## src/verilog/hcc_pkg.sv

```systemverilog
// Purpose: Constants for the host controller control register bank.
// Assumes: AXI4-Lite with 32-bit data, byte addresses as printed.
// Notes:   Soft reset length and clock period are held here too.
package hcc_pkg;
  localparam int          ADDR_W          = 8;
  localparam logic [7:0]  OFF_VENDOR      = 8'h40;
  localparam logic [7:0]  OFF_CTRL_SET    = 8'h50;
  localparam logic [7:0]  OFF_CTRL_CLR    = 8'h54;
  // Identification value is arbitrary.
  localparam logic [31:0] VENDOR_IDENTIFIER_VAL   = 32'h3c5a_96e1;
  localparam int          BIT_SWAP_DIS    = 30;
  localparam int          BIT_CFG_PERMIT  = 23;
  localparam int          BIT_ENH_ON      = 22;
  localparam int          BIT_LINK_PWR    = 19;
  localparam int          BIT_POST_ON     = 18;
  localparam int          BIT_ATTACH      = 17;
  localparam int          BIT_SRST        = 16;
  // Bits that software may set through the set address, apart from the soft reset bit.
  localparam logic [31:0] SETTABLE_MASK   = 32'h404e_0000;
  // Bits that exist at all; everything else reads zero.
  localparam logic [31:0] IMPL_MASK       = 32'h40cf_0000;
  localparam logic [31:0] CTRL_RESET      = 32'h0000_0000;
  localparam logic [1:0]  RESP_OKAY       = 2'b00;
  localparam logic [1:0]  RESP_SLVERR     = 2'b10;
  localparam int          SRST_TIME_NS    = 400;
  localparam int          CLK_PERIOD_NS   = 50;
  localparam int          SRST_CYCLES     =
    (SRST_TIME_NS + CLK_PERIOD_NS - 1) / CLK_PERIOD_NS;
  localparam logic [3:0]  SRST_CNT_INIT   = 4'(SRST_CYCLES);
endpackage : hcc_pkg

```

## src/verilog/hcc_regs.sv

```systemverilog
// Purpose: Vendor identification and set/clear control register.
// Assumes: One clock, synchronous active-low reset, AXI4-Lite slave.
// Notes:   Soft reset runs a fixed count, then drops by itself.
//
// Functional notes
// - Vendor register is read-only, ignores writes, returns fixed value.
// - Control reached by set address and clear address; ones act.
// - Reserved control bits read zero and never change.
// - Swap disable bit steers byte swapping of DMA and physical data.
// - Configuration permit loads from EEPROM; software may only clear it.
// - Link power status bit gates link to physical-layer communication.
// - Posted writes accepted only while write posting bit is one.
// - Attach bit is cleared by hardware and soft reset.
// - With attach zero, device is disconnected at once from the bus.
// - Soft reset clears internal state, flushes FIFOs, resets registers.
// - Soft reset leaves host-bus configuration registers alone.
// - Soft reset bit reads one while busy, clears itself when done.
`timescale 1ns/1ps
module hcc_regs
  import hcc_pkg::*;
(
  // Clock and reset
  input  wire logic              aclk,
  input  wire logic              aresetn,
  // AXI4-Lite write address
  input  wire logic [ADDR_W-1:0] s_axi_awaddr,
  input  wire logic              s_axi_awvalid,
  output logic                   s_axi_awready,
  // AXI4-Lite write data
  input  wire logic [31:0]       s_axi_wdata,
  input  wire logic [3:0]        s_axi_wstrb,
  input  wire logic              s_axi_wvalid,
  output logic                   s_axi_wready,
  // AXI4-Lite write response
  output logic [1:0]             s_axi_bresp,
  output logic                   s_axi_bvalid,
  input  wire logic              s_axi_bready,
  // AXI4-Lite read address
  input  wire logic [ADDR_W-1:0] s_axi_araddr,
  input  wire logic              s_axi_arvalid,
  output logic                   s_axi_arready,
  // AXI4-Lite read data
  output logic [31:0]            s_axi_rdata,
  output logic [1:0]             s_axi_rresp,
  output logic                   s_axi_rvalid,
  input  wire logic              s_axi_rready,
  // Strap from serial EEPROM loader
  input  wire logic              eeprom_cfg_permit,
  input  wire logic              eeprom_load,
  // Link side
  input  wire logic              posted_write_req,
  output logic                   posted_write_ack,
  output logic                   data_swap_on,
  output logic                   phy_comm_allow,
  output logic                   bus_attached,
  output logic                   enhanced_on,
  output logic                   core_flush
);

  ////////////////////////////////////////////////////////////////////////
  logic [31:0]       ctrl_ff;
  logic [31:0]       nxt_ctrl;
  logic [3:0]        srst_cnt_ff;
  logic [3:0]        nxt_srst_cnt;
  logic [ADDR_W-1:0] awaddr_ff;
  logic [31:0]       wdata_ff;
  logic [3:0]        wstrb_ff;
  logic              aw_have_ff;
  logic              w_have_ff;

  function automatic logic [31:0] strb_mask(input logic [3:0] s);
    strb_mask = {{8{s[3]}}, {8{s[2]}}, {8{s[1]}}, {8{s[0]}}};
  endfunction : strb_mask

  ////////////////////////////////////////////////////////////////////////
  // Write channel: address and data taken in either order.
  wire aw_take   = s_axi_awvalid && s_axi_awready;
  wire w_take    = s_axi_wvalid && s_axi_wready;
  wire aw_now    = aw_have_ff || aw_take;
  wire w_now     = w_have_ff || w_take;
  wire do_write  = aw_now && w_now && !s_axi_bvalid;
  wire [ADDR_W-1:0] wa = aw_have_ff ? awaddr_ff : s_axi_awaddr;
  wire [31:0] wd  = (w_have_ff ? wdata_ff : s_axi_wdata)
                    & strb_mask(w_have_ff ? wstrb_ff : s_axi_wstrb);
  wire wr_set    = do_write && (wa == OFF_CTRL_SET);
  wire wr_clr    = do_write && (wa == OFF_CTRL_CLR);
  wire wr_ok     = wr_set || wr_clr || (wa == OFF_VENDOR);
  wire srst_busy = (srst_cnt_ff != 4'h0);
  wire srst_req  = wr_set && wd[BIT_SRST];

  always_ff @(posedge aclk) begin
    if (!aresetn) begin
      aw_have_ff    <= 1'b0;
      w_have_ff     <= 1'b0;
      awaddr_ff     <= '0;
      wdata_ff      <= 32'h0;
      wstrb_ff      <= 4'h0;
      s_axi_awready <= 1'b0;
      s_axi_wready  <= 1'b0;
      s_axi_bvalid  <= 1'b0;
      s_axi_bresp   <= RESP_OKAY;
    end else begin
      if (aw_take) begin
        awaddr_ff <= s_axi_awaddr;
      end
      if (w_take) begin
        wdata_ff <= s_axi_wdata;
        wstrb_ff <= s_axi_wstrb;
      end
      aw_have_ff    <= aw_now && !do_write;
      w_have_ff     <= w_now && !do_write;
      s_axi_awready <= !aw_now && !s_axi_awready && !s_axi_bvalid;
      s_axi_wready  <= !w_now && !s_axi_wready && !s_axi_bvalid;
      if (do_write) begin
        s_axi_bvalid <= 1'b1;
        s_axi_bresp  <= wr_ok ? RESP_OKAY : RESP_SLVERR;
      end else if (s_axi_bready) begin
        s_axi_bvalid <= 1'b0;
      end
    end
  end

  ////////////////////////////////////////////////////////////////////////
  // Control register update. Soft reset wins over everything else in the
  // cycle it starts, so a write paired with it cannot leave stale state.
  always_comb begin
    nxt_ctrl = ctrl_ff;
    if (wr_set) begin
      nxt_ctrl = ctrl_ff | (wd & SETTABLE_MASK);
    end
    if (wr_clr) begin
      nxt_ctrl = ctrl_ff & ~(wd & IMPL_MASK & ~(32'h1 << BIT_SRST));
    end
    if (eeprom_load) begin
      nxt_ctrl[BIT_CFG_PERMIT] = eeprom_cfg_permit;
    end
    if (srst_req || srst_busy) begin
      // Permit is a strap image, kept across soft reset like config space.
      nxt_ctrl = (CTRL_RESET & ~(32'h1 << BIT_CFG_PERMIT))
               | (ctrl_ff & (32'h1 << BIT_CFG_PERMIT));
    end
    nxt_ctrl[BIT_SRST] = srst_req || (srst_cnt_ff > 4'h1);
    nxt_ctrl = nxt_ctrl & IMPL_MASK;
  end

  always_comb begin
    nxt_srst_cnt = srst_busy ? srst_cnt_ff - 4'h1 : 4'h0;
    if (srst_req) begin
      nxt_srst_cnt = SRST_CNT_INIT;
    end
  end

  always_ff @(posedge aclk) begin
    if (!aresetn) begin
      ctrl_ff     <= CTRL_RESET;
      srst_cnt_ff <= 4'h0;
    end else begin
      ctrl_ff     <= nxt_ctrl;
      srst_cnt_ff <= nxt_srst_cnt;
    end
  end

  ////////////////////////////////////////////////////////////////////////
  // Read channel: one outstanding read, answered the cycle after arvalid meets arready.
  wire [31:0] rd_val = (s_axi_araddr == OFF_VENDOR) ? VENDOR_IDENTIFIER_VAL
                     : ctrl_ff;
  wire rd_hit = (s_axi_araddr == OFF_VENDOR)
             || (s_axi_araddr == OFF_CTRL_SET)
             || (s_axi_araddr == OFF_CTRL_CLR);
  wire ar_take = s_axi_arvalid && s_axi_arready;

  always_ff @(posedge aclk) begin
    if (!aresetn) begin
      s_axi_arready <= 1'b0;
      s_axi_rvalid  <= 1'b0;
      s_axi_rdata   <= 32'h0;
      s_axi_rresp   <= RESP_OKAY;
    end else begin
      s_axi_arready <= !s_axi_arready && !s_axi_rvalid && s_axi_arvalid;
      if (ar_take) begin
        s_axi_rvalid <= 1'b1;
        s_axi_rdata  <= rd_hit ? rd_val : 32'h0;
        s_axi_rresp  <= rd_hit ? RESP_OKAY : RESP_SLVERR;
      end else if (s_axi_rready) begin
        s_axi_rvalid <= 1'b0;
      end
    end
  end

  ////////////////////////////////////////////////////////////////////////
  // Link-facing controls. Software ordering of enhancement and posting
  // changes is trusted; the device does not police it.
  always_ff @(posedge aclk) begin
    if (!aresetn) begin
      data_swap_on     <= 1'b1;
      phy_comm_allow   <= 1'b0;
      bus_attached     <= 1'b0;
      enhanced_on      <= 1'b0;
      core_flush       <= 1'b0;
      posted_write_ack <= 1'b0;
    end else begin
      data_swap_on     <= !nxt_ctrl[BIT_SWAP_DIS];
      phy_comm_allow   <= nxt_ctrl[BIT_LINK_PWR];
      bus_attached     <= nxt_ctrl[BIT_ATTACH];
      enhanced_on      <= nxt_ctrl[BIT_ENH_ON] && nxt_ctrl[BIT_CFG_PERMIT]
                          && nxt_ctrl[BIT_ATTACH];
      core_flush       <= nxt_ctrl[BIT_SRST];
      posted_write_ack <= posted_write_req && ctrl_ff[BIT_POST_ON]
                          && ctrl_ff[BIT_ATTACH];
    end
  end

  ////////////////////////////////////////////////////////////////////////
  property p_vendor_const;
    @(posedge aclk) disable iff (!aresetn)
      ar_take && (s_axi_araddr == OFF_VENDOR) |=>
        s_axi_rvalid && (s_axi_rdata == VENDOR_IDENTIFIER_VAL);
  endproperty
  a_vendor_const: assert property (p_vendor_const)
    else $error("Vendor read returned wrong value.");

  property p_reserved_zero;
    @(posedge aclk) disable iff (!aresetn)
      (ctrl_ff & ~IMPL_MASK) == 32'h0;
  endproperty
  a_reserved_zero: assert property (p_reserved_zero)
    else $error("Reserved control bit is set.");

  property p_set_works;
    @(posedge aclk) disable iff (!aresetn)
      wr_set && wd[BIT_LINK_PWR] && !srst_req && !srst_busy
        |=> ctrl_ff[BIT_LINK_PWR];
  endproperty
  a_set_works: assert property (p_set_works)
    else $error("Set address did not set the bit.");

  property p_clr_works;
    @(posedge aclk) disable iff (!aresetn)
      wr_clr && wd[BIT_POST_ON] |=> !ctrl_ff[BIT_POST_ON];
  endproperty
  a_clr_works: assert property (p_clr_works)
    else $error("Clear address did not clear the bit.");

  property p_permit_no_set;
    @(posedge aclk) disable iff (!aresetn)
      !ctrl_ff[BIT_CFG_PERMIT] && !eeprom_load |=> !ctrl_ff[BIT_CFG_PERMIT];
  endproperty
  a_permit_no_set: assert property (p_permit_no_set)
    else $error("Permit bit rose without the strap.");

  property p_attach_srst;
    @(posedge aclk) disable iff (!aresetn)
      srst_req |=> !ctrl_ff[BIT_ATTACH] ##1 !bus_attached;
  endproperty
  a_attach_srst: assert property (p_attach_srst)
    else $error("Attach survived soft reset.");

  property p_srst_len;
    @(posedge aclk) disable iff (!aresetn)
      srst_req |=> ctrl_ff[BIT_SRST] [*8] ##1 !ctrl_ff[BIT_SRST];
  endproperty
  a_srst_len: assert property (p_srst_len)
    else $error("Soft reset bit length is wrong.");

  property p_post_gate;
    @(posedge aclk) disable iff (!aresetn)
      posted_write_ack |-> $past(ctrl_ff[BIT_POST_ON]);
  endproperty
  a_post_gate: assert property (p_post_gate)
    else $error("Posted write accepted while disabled.");

  property p_power_follow;
    @(posedge aclk) disable iff (!aresetn)
      ##1 phy_comm_allow == ctrl_ff[BIT_LINK_PWR];
  endproperty
  a_power_follow: assert property (p_power_follow)
    else $error("Link power gate does not follow the bit.");

  property p_swap_follow;
    @(posedge aclk) disable iff (!aresetn)
      data_swap_on == !ctrl_ff[BIT_SWAP_DIS];
  endproperty
  a_swap_follow: assert property (p_swap_follow)
    else $error("Swap control does not follow the bit.");

  property p_enh_gate;
    @(posedge aclk) disable iff (!aresetn)
      enhanced_on |-> ctrl_ff[BIT_ENH_ON] && ctrl_ff[BIT_CFG_PERMIT]
        && ctrl_ff[BIT_ATTACH];
  endproperty
  a_enh_gate: assert property (p_enh_gate)
    else $error("Enhancements on without permit and attach.");

  property p_srst_clears;
    @(posedge aclk) disable iff (!aresetn)
      srst_req |=> !ctrl_ff[BIT_SWAP_DIS] && !ctrl_ff[BIT_ENH_ON]
        && !ctrl_ff[BIT_LINK_PWR] && !ctrl_ff[BIT_POST_ON];
  endproperty
  a_srst_clears: assert property (p_srst_clears)
    else $error("Soft reset left a control bit set.");

  property p_flush_follow;
    @(posedge aclk) disable iff (!aresetn)
      core_flush == ctrl_ff[BIT_SRST];
  endproperty
  a_flush_follow: assert property (p_flush_follow)
    else $error("Flush output does not follow the soft reset bit.");

endmodule : hcc_regs

```

## config.mk

```make
export PLATFORM = sky130hd
export DESIGN_NAME = hcc_regs
export DESIGN_NICKNAME = d
export VERILOG_FILES = /design/src/verilog/hcc_pkg.sv /design/src/verilog/hcc_regs.sv
export SDC_FILE = /design/constraint.sdc
export NUM_CORES = 1
export LEC_CHECK = 0
export CAP_MARGIN = 5
export CORE_MARGIN = 4
export CORE_UTILIZATION = 55
export DETAILED_ROUTE_END_ITERATION = 10
export DONT_BUFFER_PORTS = 1
export PLACE_DENSITY = 0.7
export SLEW_MARGIN = 25
export SYNTH_ARGS = -nofsm -noshare
export SYNTH_HDL_FRONTEND = slang
export SYNTH_SLANG_ARGS = --single-unit
```

## constraint.sdc

```tcl
create_clock -name aclk -period 1.9 [get_ports aclk]
set_input_delay 0.475 -clock aclk [delete_from_list [all_inputs] [get_ports aclk]]
set_output_delay 0.475 -clock aclk [all_outputs]
set_load 0.02 [all_outputs]
```

==> results of run 1 <==
## worst max path at each step
stage	endpoint	from	cells past startpoint	slack, ns
2_1_floorplan	data_swap_on$_SDFF_PN1_	s_axi_awvalid	6	0.16
3_3_place_gp	data_swap_on$_SDFF_PN1_	aw_have_ff$_SDFF_PN0_	5	0.05
3_5_place_dp	data_swap_on$_SDFF_PN1_	aw_have_ff$_SDFF_PN0_	5	0.03
4_1_cts	enhanced_on$_SDFF_PN0_	aw_have_ff$_SDFF_PN0_	5	0.007
5_1_grt	ctrl_ff[19]$_SDFFE_PP0P_	w_have_ff$_SDFF_PN0_	5	0.08
6_report	enhanced_on$_SDFF_PN0_	w_have_ff$_SDFF_PN0_	5	0.17
## routing by layer
layer	global-route usage	up-vias	routed length [um]
met1	0.226	773	2000
met5	0	-	0
li1	-	841	-
met2	0.272	41	2100
met3	0.0651	7	348
met4	0.0585	0	57
## state kept, by name, summed over array words and instances, names as in the netlist
register,cells
s_axi_rresp,1
ctrl_ff,7
s_axi_rdata,8
wstrb_ff,2
s_axi_awready,1
w_have_ff,1
posted_write_ack,1
enhanced_on,1
s_axi_arready,1
awaddr_ff,8
s_axi_wready,1
srst_cnt_ff,4
data_swap_on,1
s_axi_bresp,1
wdata_ff,7
s_axi_rvalid,1
aw_have_ff,1
s_axi_bvalid,1
## placed cells by master (no fill, tap or decap), types with 3 or more instances in the layout
cell,netlist,routed
a21oi_1,29,29
a22oi_1,4,4
buf_4,28,13
clkbuf_8,0,5
conb_1,1,14
dfxtp_1,48,46
ha_1,3,3
inv_1,5,5
mux2_2,5,5
mux2i_1,6,6
nand2_1,37,37
nand3_1,12,12
nor2_1,14,14
nor3_1,9,9
nor4_1,3,3
nor4b_1,3,3
o21ai_0,8,8
## where the power goes
group / leakage (uW) / internal [uW] / switching, uW
Combinational: 0.000398 / 208 / 269
Sequential: 0.000392 / 1090 / 87.1
Clock: 0.0000410 / 251 / 318
Total: 0.000830 / 1550 / 674
## final cells by class
type	count	area (um2)	area share
well taps	48	60.1	0.0262
multi-input cells	178	1070	0.466
repair buffers	13	97.6	0.0426
clock inverters	1	5.00	0.00219
clock buffers	6	72.6	0.0317
flip-flops and latches	48	963	0.421
inverters	6	22.5	0.00984
## kinds of logic (layout without fill, tap and decap cells)
kind of cell / after synthesis / count (layout)
AND/OR/NAND/NOR: 98 / 98
other: 1 / 14
XOR/XNOR: 1 / 1
buffers and inverters: 41 / 26
multiplexers: 13 / 13
adder cells (fa/ha/maj): 3 / 3
AO/OA/AOI/OAI: 49 / 49
flip-flops: 48 / 48
## stage by stage
stage | setup WS, ns | cells | cell area [um2] | utilization
after detailed placement | 0.0279 | 293 | 2210 | 0.582
after CTS | 0.00705 | 300 | 2290 | 0.602
after global routing | 0.0827 | 300 | 2290 | 0.602
after global placement | 0.0547 | 293 | 2210 | 0.582
after floorplan | 0.165 | 267 | 2290 | -
final | 0.166 | 300 | 2290 | 0.602
==> reports/qor.csv, run 1 <==
stage,metric,value,unit
synth,yosys.area_share.simple,0.232,
global_routing,grt.overflow.total,0,
clock_tree,postCtsSetupRepairBufs,0,
clock_tree,htreeDepth,2,
synth,synth_top_family_by_area,simple AND/OR/NAND/NOR gates,
status,status,completed,
global_routing,antenna_found_initial,0,
synth,synth.most_common_cell,dfxtp_1,
synth,synth_fa_ha_area_frac,0.0167,
power_and_ir_drop,leakage,0.000830,uW
synth,ys_async_sr_fraction,0,
worst_setup_path,required,2.10,ns
timing,tns,0,ns
synth,synth_common_cells,"dfxtp_1 (48), nand2_1 (37), a21oi_1 (29)",
worst_setup_path,critPathKind,reg2reg,
worst_setup_path,crit_path_start_kind,flip-flop,
worst_setup_path,r2r_cells,5,
clock_tree,path_clk_slew,0.08,ns
floorplanning,core,3800,um2
worst_setup_path,crit_buf_inv,0,
synth,synth-compound-area-share,0.128,
clock_tree,hold_buffers,0,
floorplanning,die_h,71.9,um
power_and_ir_drop,power,2230,uW
worst_setup_path,crit_path_max_fanout,5,
power_and_ir_drop,vdd_drop_max,0.000540,V
synth,synthCells,254,
worst_setup_path,crit_family,simple AND/OR/NAND/NOR gates,
routing,dr.pass1.iters,4,
routing,drc,0,
timing,fin_crit,1.73,ns
clock_tree,cts_root_buf,clkbuf_8,
timing,skew,0.00430,ns
finish,drive_gt1_frac,0.151,
synth,seq_area_frac_synth,0.428,
synth,synthXorXnorAreaFrac,0.00390,
global_routing,grt_pass1_wl,7260,um
timing,final.hold.worst_slack,0.306,ns
floorplanning,io_pins,109,
clock_tree,clk_latency,0.30,ns
clock_tree,clockBufferDepth,2,
finish,fill_cells,332,
clock_tree,cts_tree,done,
routing,viasPerCell,5.54,
finish,area_growth,1.89,%
hold_path,worstHoldPathType,in2reg,
floorplanning,initial_core_util,0.591,
synth,synth_edf_count,0,
routing,dr.first_iter.drc_count,105,
synth,synth_mux_area_frac,0.0719,
worst_setup_path,cp_cell_sequence,a21oi_1 > nor4_4 > nand4_1 > mux2i_1 > nor4_1,
clock_tree,clock-sinks,48,
job,maxCapViolations,0,
worst_setup_path,critPathSlowestCell,nor4_4,
floorplanning,die_w,71.9,um
global_routing,grt_usage,0.176,
power_and_ir_drop,powerDensity,972,nW/um2
worst_setup_path,rr_endpoint,enhanced_on$_SDFF_PN0_,
synth,synth-main-ff-cell,dfxtp_1,
timing,fmax,577,MHz
floorplanning,num_rows,22,
timing,min_period_over_period,0.913,
routing,wirelength,4510,um
worst_setup_path,max_stage_delay,0.45,ns
synth,yosysWarnings,0,
timing,hold_violations,0,
global_routing,grt_pass1_vias,1544,
clock_tree,cts_buffers,5,
floorplanning,die_area,5170,um2
place,gp_congestion,0.792,
worst_setup_path,r2r_slack,0.17,ns
synth,yosys-top-cells-area,"dfxtp_1 (43%), buf_4 (9.4%), a21oi_1 (6.5%)",
finish,diodes,0,
worst_setup_path,crit_path_end_kind,flip-flop,
place,place.port_buffers,0,
routing,antenna_left,0,
timing,setup_viol,0,
synth,syn_area,2250,um2
synth,synth_top_area_share,0.428,
clock_tree,cts-resized-gates,0,
hold_path,hp-start,s_axi_wdata[18],
synth,yosysUniqueCellTypes,44,
routing,wl_per_cell,15.0,um
synth,yosys.area.top_type,dfxtp_1,
hold_path,holdPathEnd,wdata_ff[18]$_SDFFE_PN0P_,
routing,vias,1662,
synth,synth.avg_cell_area,8.84,um2
place,hpwl,3400,um
synth,synth-seq-cells,48,
hold_path,min_path_cells,2,
timing,rsz0062_at_grt,no,
worst_setup_path,reg2reg_from,w_have_ff$_SDFF_PN0_,
global_routing,grt_max_degree,25,
finish,fin_nets,317,
worst_setup_path,critPathArrivalTime,1.93,ns
timing,slew_violations,0,
(Power assumes the default switching activity.)
==> run 2: changes to the inputs <==
--- a/config.mk
+++ b/config.mk
@@ -8,6 +8,7 @@
 export CAP_MARGIN = 5
 export CORE_MARGIN = 4
 export CORE_UTILIZATION = 55
+export CTS_BUF_LIST = sky130_fd_sc_hd__clkbuf_4 sky130_fd_sc_hd__clkbuf_8
 export DETAILED_ROUTE_END_ITERATION = 10
 export DONT_BUFFER_PORTS = 1
 export PLACE_DENSITY = 0.7
==> run 2 against run 1 <==
Net effect: die area unchanged; global-route usage did not move; clock-buffer cell count unchanged; first-iteration DRC count stayed put; cell count unchanged; clock skew increased by 0.00058 ns; setup slack better by 0.0052 ns; routed wire length hardly changed; combinational power barely moved; maximum frequency grew 0.30%.
==> reports/qor.csv, run 2 (synthesized netlist as in run 1, its figures left out) <==
stage,metric,value,unit,change
place,pre_cts_slack,0.0279,ns,unchanged
timing,skew,0.00489,ns,+0.000582 ns
place,gp_congestion,0.792,,unchanged
power_and_ir_drop,power,2240,uW,+0.59%
global_routing,grt.overflow.total,0,,unchanged
clock_tree,hold_buffers,0,,unchanged
clock_tree,path_clk_slew,0.08,ns,about the same
hold_path,holdPathEnd,wdata_ff[18]$_SDFFE_PN0P_,,
power_and_ir_drop,leakage,0.000834,uW,+0.41%
worst_setup_path,cp_cell_sequence,a21oi_1 > nor4_4 > nand3_1 > mux2i_1 > or2_2,,
hold_path,min_path_cells,2,,unchanged
worst_setup_path,crit_path_max_fanout,5,,unchanged
worst_setup_path,critPathKind,reg2reg,,
timing,rsz0062_at_grt,no,,
floorplanning,initial_core_util,0.591,,unchanged
timing,setup_viol,0,,unchanged
clock_tree,cts-resized-gates,0,,unchanged
finish,final_common_cell,dfxtp_1,,
floorplanning,io_pins,109,,unchanged
timing,hold_violations,0,,unchanged
finish,fill_cells,332,,unchanged
clock_tree,clock-sinks,48,,unchanged
place,place.port_buffers,0,,unchanged
timing,setup_slack,0.171,ns,+0.00523 ns
hold_path,worstHoldPathType,in2reg,,
global_routing,grt_max_degree,25,,unchanged
routing,drc,0,,unchanged
worst_setup_path,crit_family,simple AND/OR/NAND/NOR gates,,
status,status,completed,,
clock_tree,postCtsSetupRepairBufs,0,,unchanged
worst_setup_path,crit_buf_inv,0,,unchanged
global_routing,antenna_found_initial,0,,unchanged
finish,reg_top3,"awaddr_ff: 8 flops, s_axi_rdata: 8 flops",,
finish,diodes,0,,unchanged
worst_setup_path,critPathSlowestCell,nor4_4,,
hold_path,hp-start,s_axi_wdata[18],,
routing,dr_wl_met2,2110,um,+0.38%
clock_tree,cts_root_buf,clkbuf_8,,
routing,drt-met1-wl,1980,um,-0.90%
clock_tree,clk_latency,0.30,ns,about the same
routing,dr.first_iter.drc_count,105,,unchanged
floorplanning,die_area,5170,um2,unchanged
finish,stdcell_count,300,,unchanged
routing,dr.max_layer_used,met4,,
place,hpwl,3400,um,unchanged
job,maxCapViolations,0,,unchanged
finish,area_growth,2.06,%,
worst_setup_path,rr_endpoint,data_swap_on$_SDFF_PN1_,,
routing,antenna_left,0,,unchanged
floorplanning,die_w,71.9,um,unchanged
worst_setup_path,reg2reg_from,w_have_ff$_SDFF_PN0_,,
routing,wl_per_cell,15.0,um,about the same
worst_setup_path,r2r_cells,5,,unchanged
clock_tree,clockBufferDepth,2,,unchanged
global_routing,grt_pass1_vias,1544,,unchanged
floorplanning,num_rows,22,,unchanged
routing,vias,1662,,unchanged
timing,tns,0,ns,unchanged
clock_tree,cts_tree,done,,
finish,drive_gt1_frac,0.155,,+0.00397
floorplanning,die_h,71.9,um,unchanged
timing,slew_violations,0,,unchanged
clock_tree,htreeDepth,2,,unchanged
power_and_ir_drop,powerDensity,977,nW/um2,+0.42%
worst_setup_path,critPathLaunch,w_have_ff$_SDFF_PN0_,,
routing,routed-wl-met3,355,um,+2.0%
global_routing,grt_usage,0.176,,unchanged
finish,fin_nets,317,,unchanged
worst_setup_path,required,2.09,ns,about the same
place,dp.cells,293,,unchanged
routing,wirelength,4500,um,about the same
worst_setup_path,critPathArrivalTime,1.91,ns,-0.02 ns
routing,viasPerCell,5.54,,unchanged
power_and_ir_drop,vdd_drop_max,0.000540,V,about the same
timing,min_period_over_period,0.910,,-0.00275
clock_tree,cts_buffers,5,,unchanged
timing,fin_crit,1.73,ns,-0.00523 ns
worst_setup_path,crit_path_end_kind,flip-flop,,
worst_setup_path,max_stage_delay,0.45,ns,about the same
worst_setup_path,r2r_slack,0.17,ns,about the same
routing,dr.pass1.iters,4,,unchanged
global_routing,grt_pass1_wl,7260,um,unchanged
timing,fmax,578,MHz,+0.30%
worst_setup_path,crit_path_start_kind,flip-flop,,
floorplanning,core,3800,um2,unchanged
finish,final_cell_mix,"dfxtp_1 (46), nand2_1 (37), a21oi_1 (29)",,
run 2: report_power, final:
group          total, uW  leakage, uW  switching [uW]  internal [uW]
registers           1180     0.000392            87.1           1090
clock network        582    0.0000445             317            265
logic                477     0.000398             269            208
total               2240     0.000834             673           1570
run 2: cell type report:
| class | count | area, um2 | share of cell area |
|---|---|---|---|
| Clock inverter | 1 | 5.00 | 0.00218 |
| Tap cell | 48 | 60.1 | 0.0262 |
| Clock buffer | 6 | 76.3 | 0.0333 |
| Inverter | 6 | 22.5 | 0.00983 |
| Timing Repair Buffer | 13 | 97.6 | 0.0426 |
| Sequential cell | 48 | 963 | 0.420 |
| Multi-Input combinational cell | 178 | 1070 | 0.466 |
run 2: how the worst max path moves through the flow:
stage / to / slack [ns] / cells after the start
floorplan: data_swap_on$_SDFF_PN1_ / 0.16 / 6
finish: data_swap_on$_SDFF_PN1_ / 0.17 / 5
CTS: enhanced_on$_SDFF_PN0_ / 0.006 / 5
detailed placement: data_swap_on$_SDFF_PN1_ / 0.03 / 5
global route: ctrl_ff[19]$_SDFFE_PP0P_ / 0.08 / 5
global placement: data_swap_on$_SDFF_PN1_ / 0.05 / 5
run 2: per-stage QoR:
step,hold WS [ns],util,instance area (um2)
3_3_place_gp,0.439,0.582,2210
5_1_grt,0.294,0.603,2290
3_5_place_dp,0.446,0.582,2210
2_1_floorplan,0.426,-,2290
6_report,0.306,0.603,2290
4_1_cts,0.300,0.603,2290
run 2: worst register-to-register path, stage by stage (launching register included):
cell and delay, ns:
dfxtp_1 0.41, a21oi_1 0.12, nor4_4 0.45, nand3_1 0.20, mux2i_1 0.16, or2_2 0.28
run 2: layer usage:
| layer | track usage | vias up |
|---|---|---|
| met1 | 0.226 | 771 |
| met2 | 0.272 | 43 |
| met5 | 0 | - |
| met4 | 0.0585 | 0 |
| li1 | - | 841 |
| met3 | 0.0651 | 7 |
==> run 3: changes to the inputs <==
--- a/config.mk
+++ b/config.mk
@@ -5,6 +5,7 @@
 export SDC_FILE = /design/constraint.sdc
 export NUM_CORES = 1
 export LEC_CHECK = 0
+export ABC_AREA = 1
 export CAP_MARGIN = 5
 export CORE_MARGIN = 4
 export CORE_UTILIZATION = 55
==> run 3 against run 2 <==
Net effect: die area up 3.7%; non-clock buffer count down 5; combinational power is 13% higher; routed wire length increased by 0.33%; cell area is 4.1% higher; total power is 6.4% higher.
==> reports/qor.csv, run 3 <==
stage,metric,value,unit,change
status,status,completed,,
synth,synth-main-ff-cell,dfxtp_1,,
worst_setup_path,reg2reg_from,aw_have_ff$_SDFF_PN0_,,
routing,antenna_left,0,,unchanged
power_and_ir_drop,powerDensity,997,nW/um2,+2.1%
routing,drc,0,,unchanged
finish,fill_cells,397,,+20%
timing,fin_crit,1.65,ns,-0.0793 ns
hold_path,worstHoldPathType,in2reg,,
synth,synth.most_common_cell,nand2_1,,
synth,synth-seq-cells,48,,unchanged
synth,synth_top_area_share,0.411,,-0.0169
synth,syn_area,2340,um2,+4.1%
synth,ys_async_sr_fraction,0,,unchanged
timing,rsz0062_at_grt,no,,
floorplanning,core,4060,um2,+6.8%
synth,yosysWarnings,0,,unchanged
clock_tree,hold_buffers,0,,unchanged
place,gp_congestion,0.771,,-2.7%
global_routing,grt_pass1_vias,1677,,+8.6%
clock_tree,postCtsSetupRepairBufs,0,,unchanged
worst_setup_path,required,2.10,ns,about the same
worst_setup_path,critPathArrivalTime,1.85,ns,-0.06 ns
global_routing,grt_max_degree,23,,-8.0%
synth,yosysUniqueCellTypes,35,,-20%
hold_path,hp-start,aresetn,,
global_routing,grt.overflow.total,0,,unchanged
power_and_ir_drop,leakage,0.00104,uW,+25%
timing,hold_violations,0,,unchanged
synth,synth_edf_count,0,,unchanged
floorplanning,die_w,73.2,um,+1.8%
timing,min_period_over_period,0.868,,-0.0417
routing,vias,1868,,+12%
clock_tree,path_clk_slew,0.08,ns,about the same
routing,dr.first_iter.drc_count,62,,-41%
place,place.port_buffers,0,,unchanged
routing,wl_per_cell,12.3,um,-18%
routing,wirelength,4520,um,+0.33%
global_routing,grt_pass1_wl,7480,um,+3.0%
synth,yosys.area.top_type,dfxtp_1,,
finish,fin_nets,382,,+21%
finish,reg_top3,"awaddr_ff: 8 flops, s_axi_rdata: 8 flops",,
power_and_ir_drop,power,2380,uW,+6.4%
synth,synth_common_cells,"nand2_1 (62), dfxtp_1 (48), nor2_1 (44)",,
finish,area_growth,2.09,%,about the same
floorplanning,initial_core_util,0.576,,-0.0149
power_and_ir_drop,vdd_drop_max,0.000662,V,+23%
floorplanning,num_rows,23,,+4.5%
timing,fmax,606,MHz,+4.8%
synth,synthCells,322,,+27%
job,maxCapViolations,0,,unchanged
floorplanning,die_h,73.2,um,+1.8%
finish,final_cell_mix,"nand2_1 (62), dfxtp_1 (47), nor2_1 (44)",,
clock_tree,clock-sinks,48,,unchanged
global_routing,antenna_found_initial,0,,unchanged
synth,yosys-top-cells-area,"dfxtp_1 (41%), nand2_1 (10%), buf_4 (8.7%)",,
worst_setup_path,crit_path_end_kind,flip-flop,,
hold_path,min_path_cells,2,,unchanged
floorplanning,die_area,5360,um2,+3.7%
worst_setup_path,r2r_cells,9,,+4
synth,synth.avg_cell_area,7.26,um2,-18%
timing,slew_violations,0,,unchanged
synth,seq_area_frac_synth,0.411,,-0.0169
worst_setup_path,critPathLaunch,aw_have_ff$_SDFF_PN0_,,
routing,viasPerCell,5.09,,-8.1%
clock_tree,cts_root_buf,clkbuf_8,,
clock_tree,cts-resized-gates,0,,unchanged
floorplanning,io_pins,109,,unchanged
timing,skew,0.00578,ns,+0.000890 ns
timing,setup_viol,0,,unchanged
worst_setup_path,crit_path_start_kind,flip-flop,,
timing,tns,0,ns,unchanged
worst_setup_path,crit_path_max_fanout,10,,+5
clock_tree,cts_buffers,5,,unchanged
routing,dr.pass1.iters,4,,unchanged
finish,final_common_cell,nand2_1,,
global_routing,grt_usage,0.178,,+0.00225
finish,drive_gt1_frac,0.110,,-0.0444
clock_tree,cts_tree,done,,
finish,diodes,0,,unchanged
worst_setup_path,critPathKind,reg2reg,,
clock_tree,clockBufferDepth,2,,unchanged
clock_tree,htreeDepth,2,,unchanged
place,hpwl,3440,um,+1.2%
clock_tree,clk_latency,0.30,ns,about the same
## run 3: changes by cell type in the layout (fill, tap and decap cells not counted), moves of 5 or more
cell     before  now
a21oi_1      29   23
o21ai_0       8   20
mux2i_1       6    0
o21ai_1       0    8
mux2_2        5    0
buf_4        13    7
nand2_1      37   62
nor2_1       14   44
inv_1         5   32
## run 3: path summary, 6_finish.rpt
check	endpoint	slack, ns
setup / recovery	data_swap_on$_SDFF_PN1_	0.25
hold reg to reg	awaddr_ff[7]$_SDFFE_PN0P_	0.45
setup reg to reg	data_swap_on$_SDFF_PN1_	0.25
hold / removal	s_axi_arready$_SDFF_PN0_	0.30
## run 3: cells by family (layout without fill, tap and decap cells)
group,count (synthesis),after routing,share of synthesized area
other cells,1,14,0.00160
compound gates,57,57,0.126
xor+xnor,1,1,0.00375
simple gates,142,142,0.281
buf+inv,70,52,0.160
fa+ha+maj,3,3,0.0161
flops,48,48,0.411
## run 3: power breakdown
group,internal [uW],leakage (uW),total [uW],switching (uW)
Combinational,190,0.000598,537,347
Clock,324,0.0000503,641,317
Sequential,1110,0.000392,1200,94.6
Total,1620,0.00104,2380,759
## run 3: final cells by class
class                      instances  area (um2)  area share
multi-input combinational        217        1050       0.441
sequential                        48         962       0.403
inverter                          37         141      0.0592
clock buffer                       7        96.3      0.0404
timing repair buffer               8        72.6      0.0304
tap                               50        62.6      0.0262
## run 3: metrics by stage
step / std cells / cell area (um2) / util / hold WS (ns) / setup slack, ns
global placement: 360 / 2290 / 0.565 / 0.439 / 0.303
CTS: 367 / 2390 / 0.588 / 0.287 / 0.237
finish: 367 / 2390 / 0.588 / 0.295 / 0.251
floorplan: 335 / 2390 / - / 0.429 / 0.401
detailed placement: 360 / 2290 / 0.565 / 0.445 / 0.250
global route: 367 / 2390 / 0.588 / 0.294 / 0.0397
## run 3: critical path, cell delays in order (launching register included)
cell and delay (ns):
dfxtp_1 0.57, nand3_1 0.16, nand2_1 0.11, nand3_2 0.11
nor2_4 0.14, nand2_1 0.11, o21bai_1 0.13, o21ai_1 0.08
nor2_2 0.12, inv_2 0.03
## run 3: layer usage
layer | vias to the layer above | share of wire | GRT usage
met5 | - | 0 | 0
met2 | 42 | 0.49 | 0.302
met4 | 0 | 0.0097 | 0.0492
li1 | 966 | - | -
met3 | 6 | 0.070 | 0.0689
met1 | 854 | 0.43 | 0.208
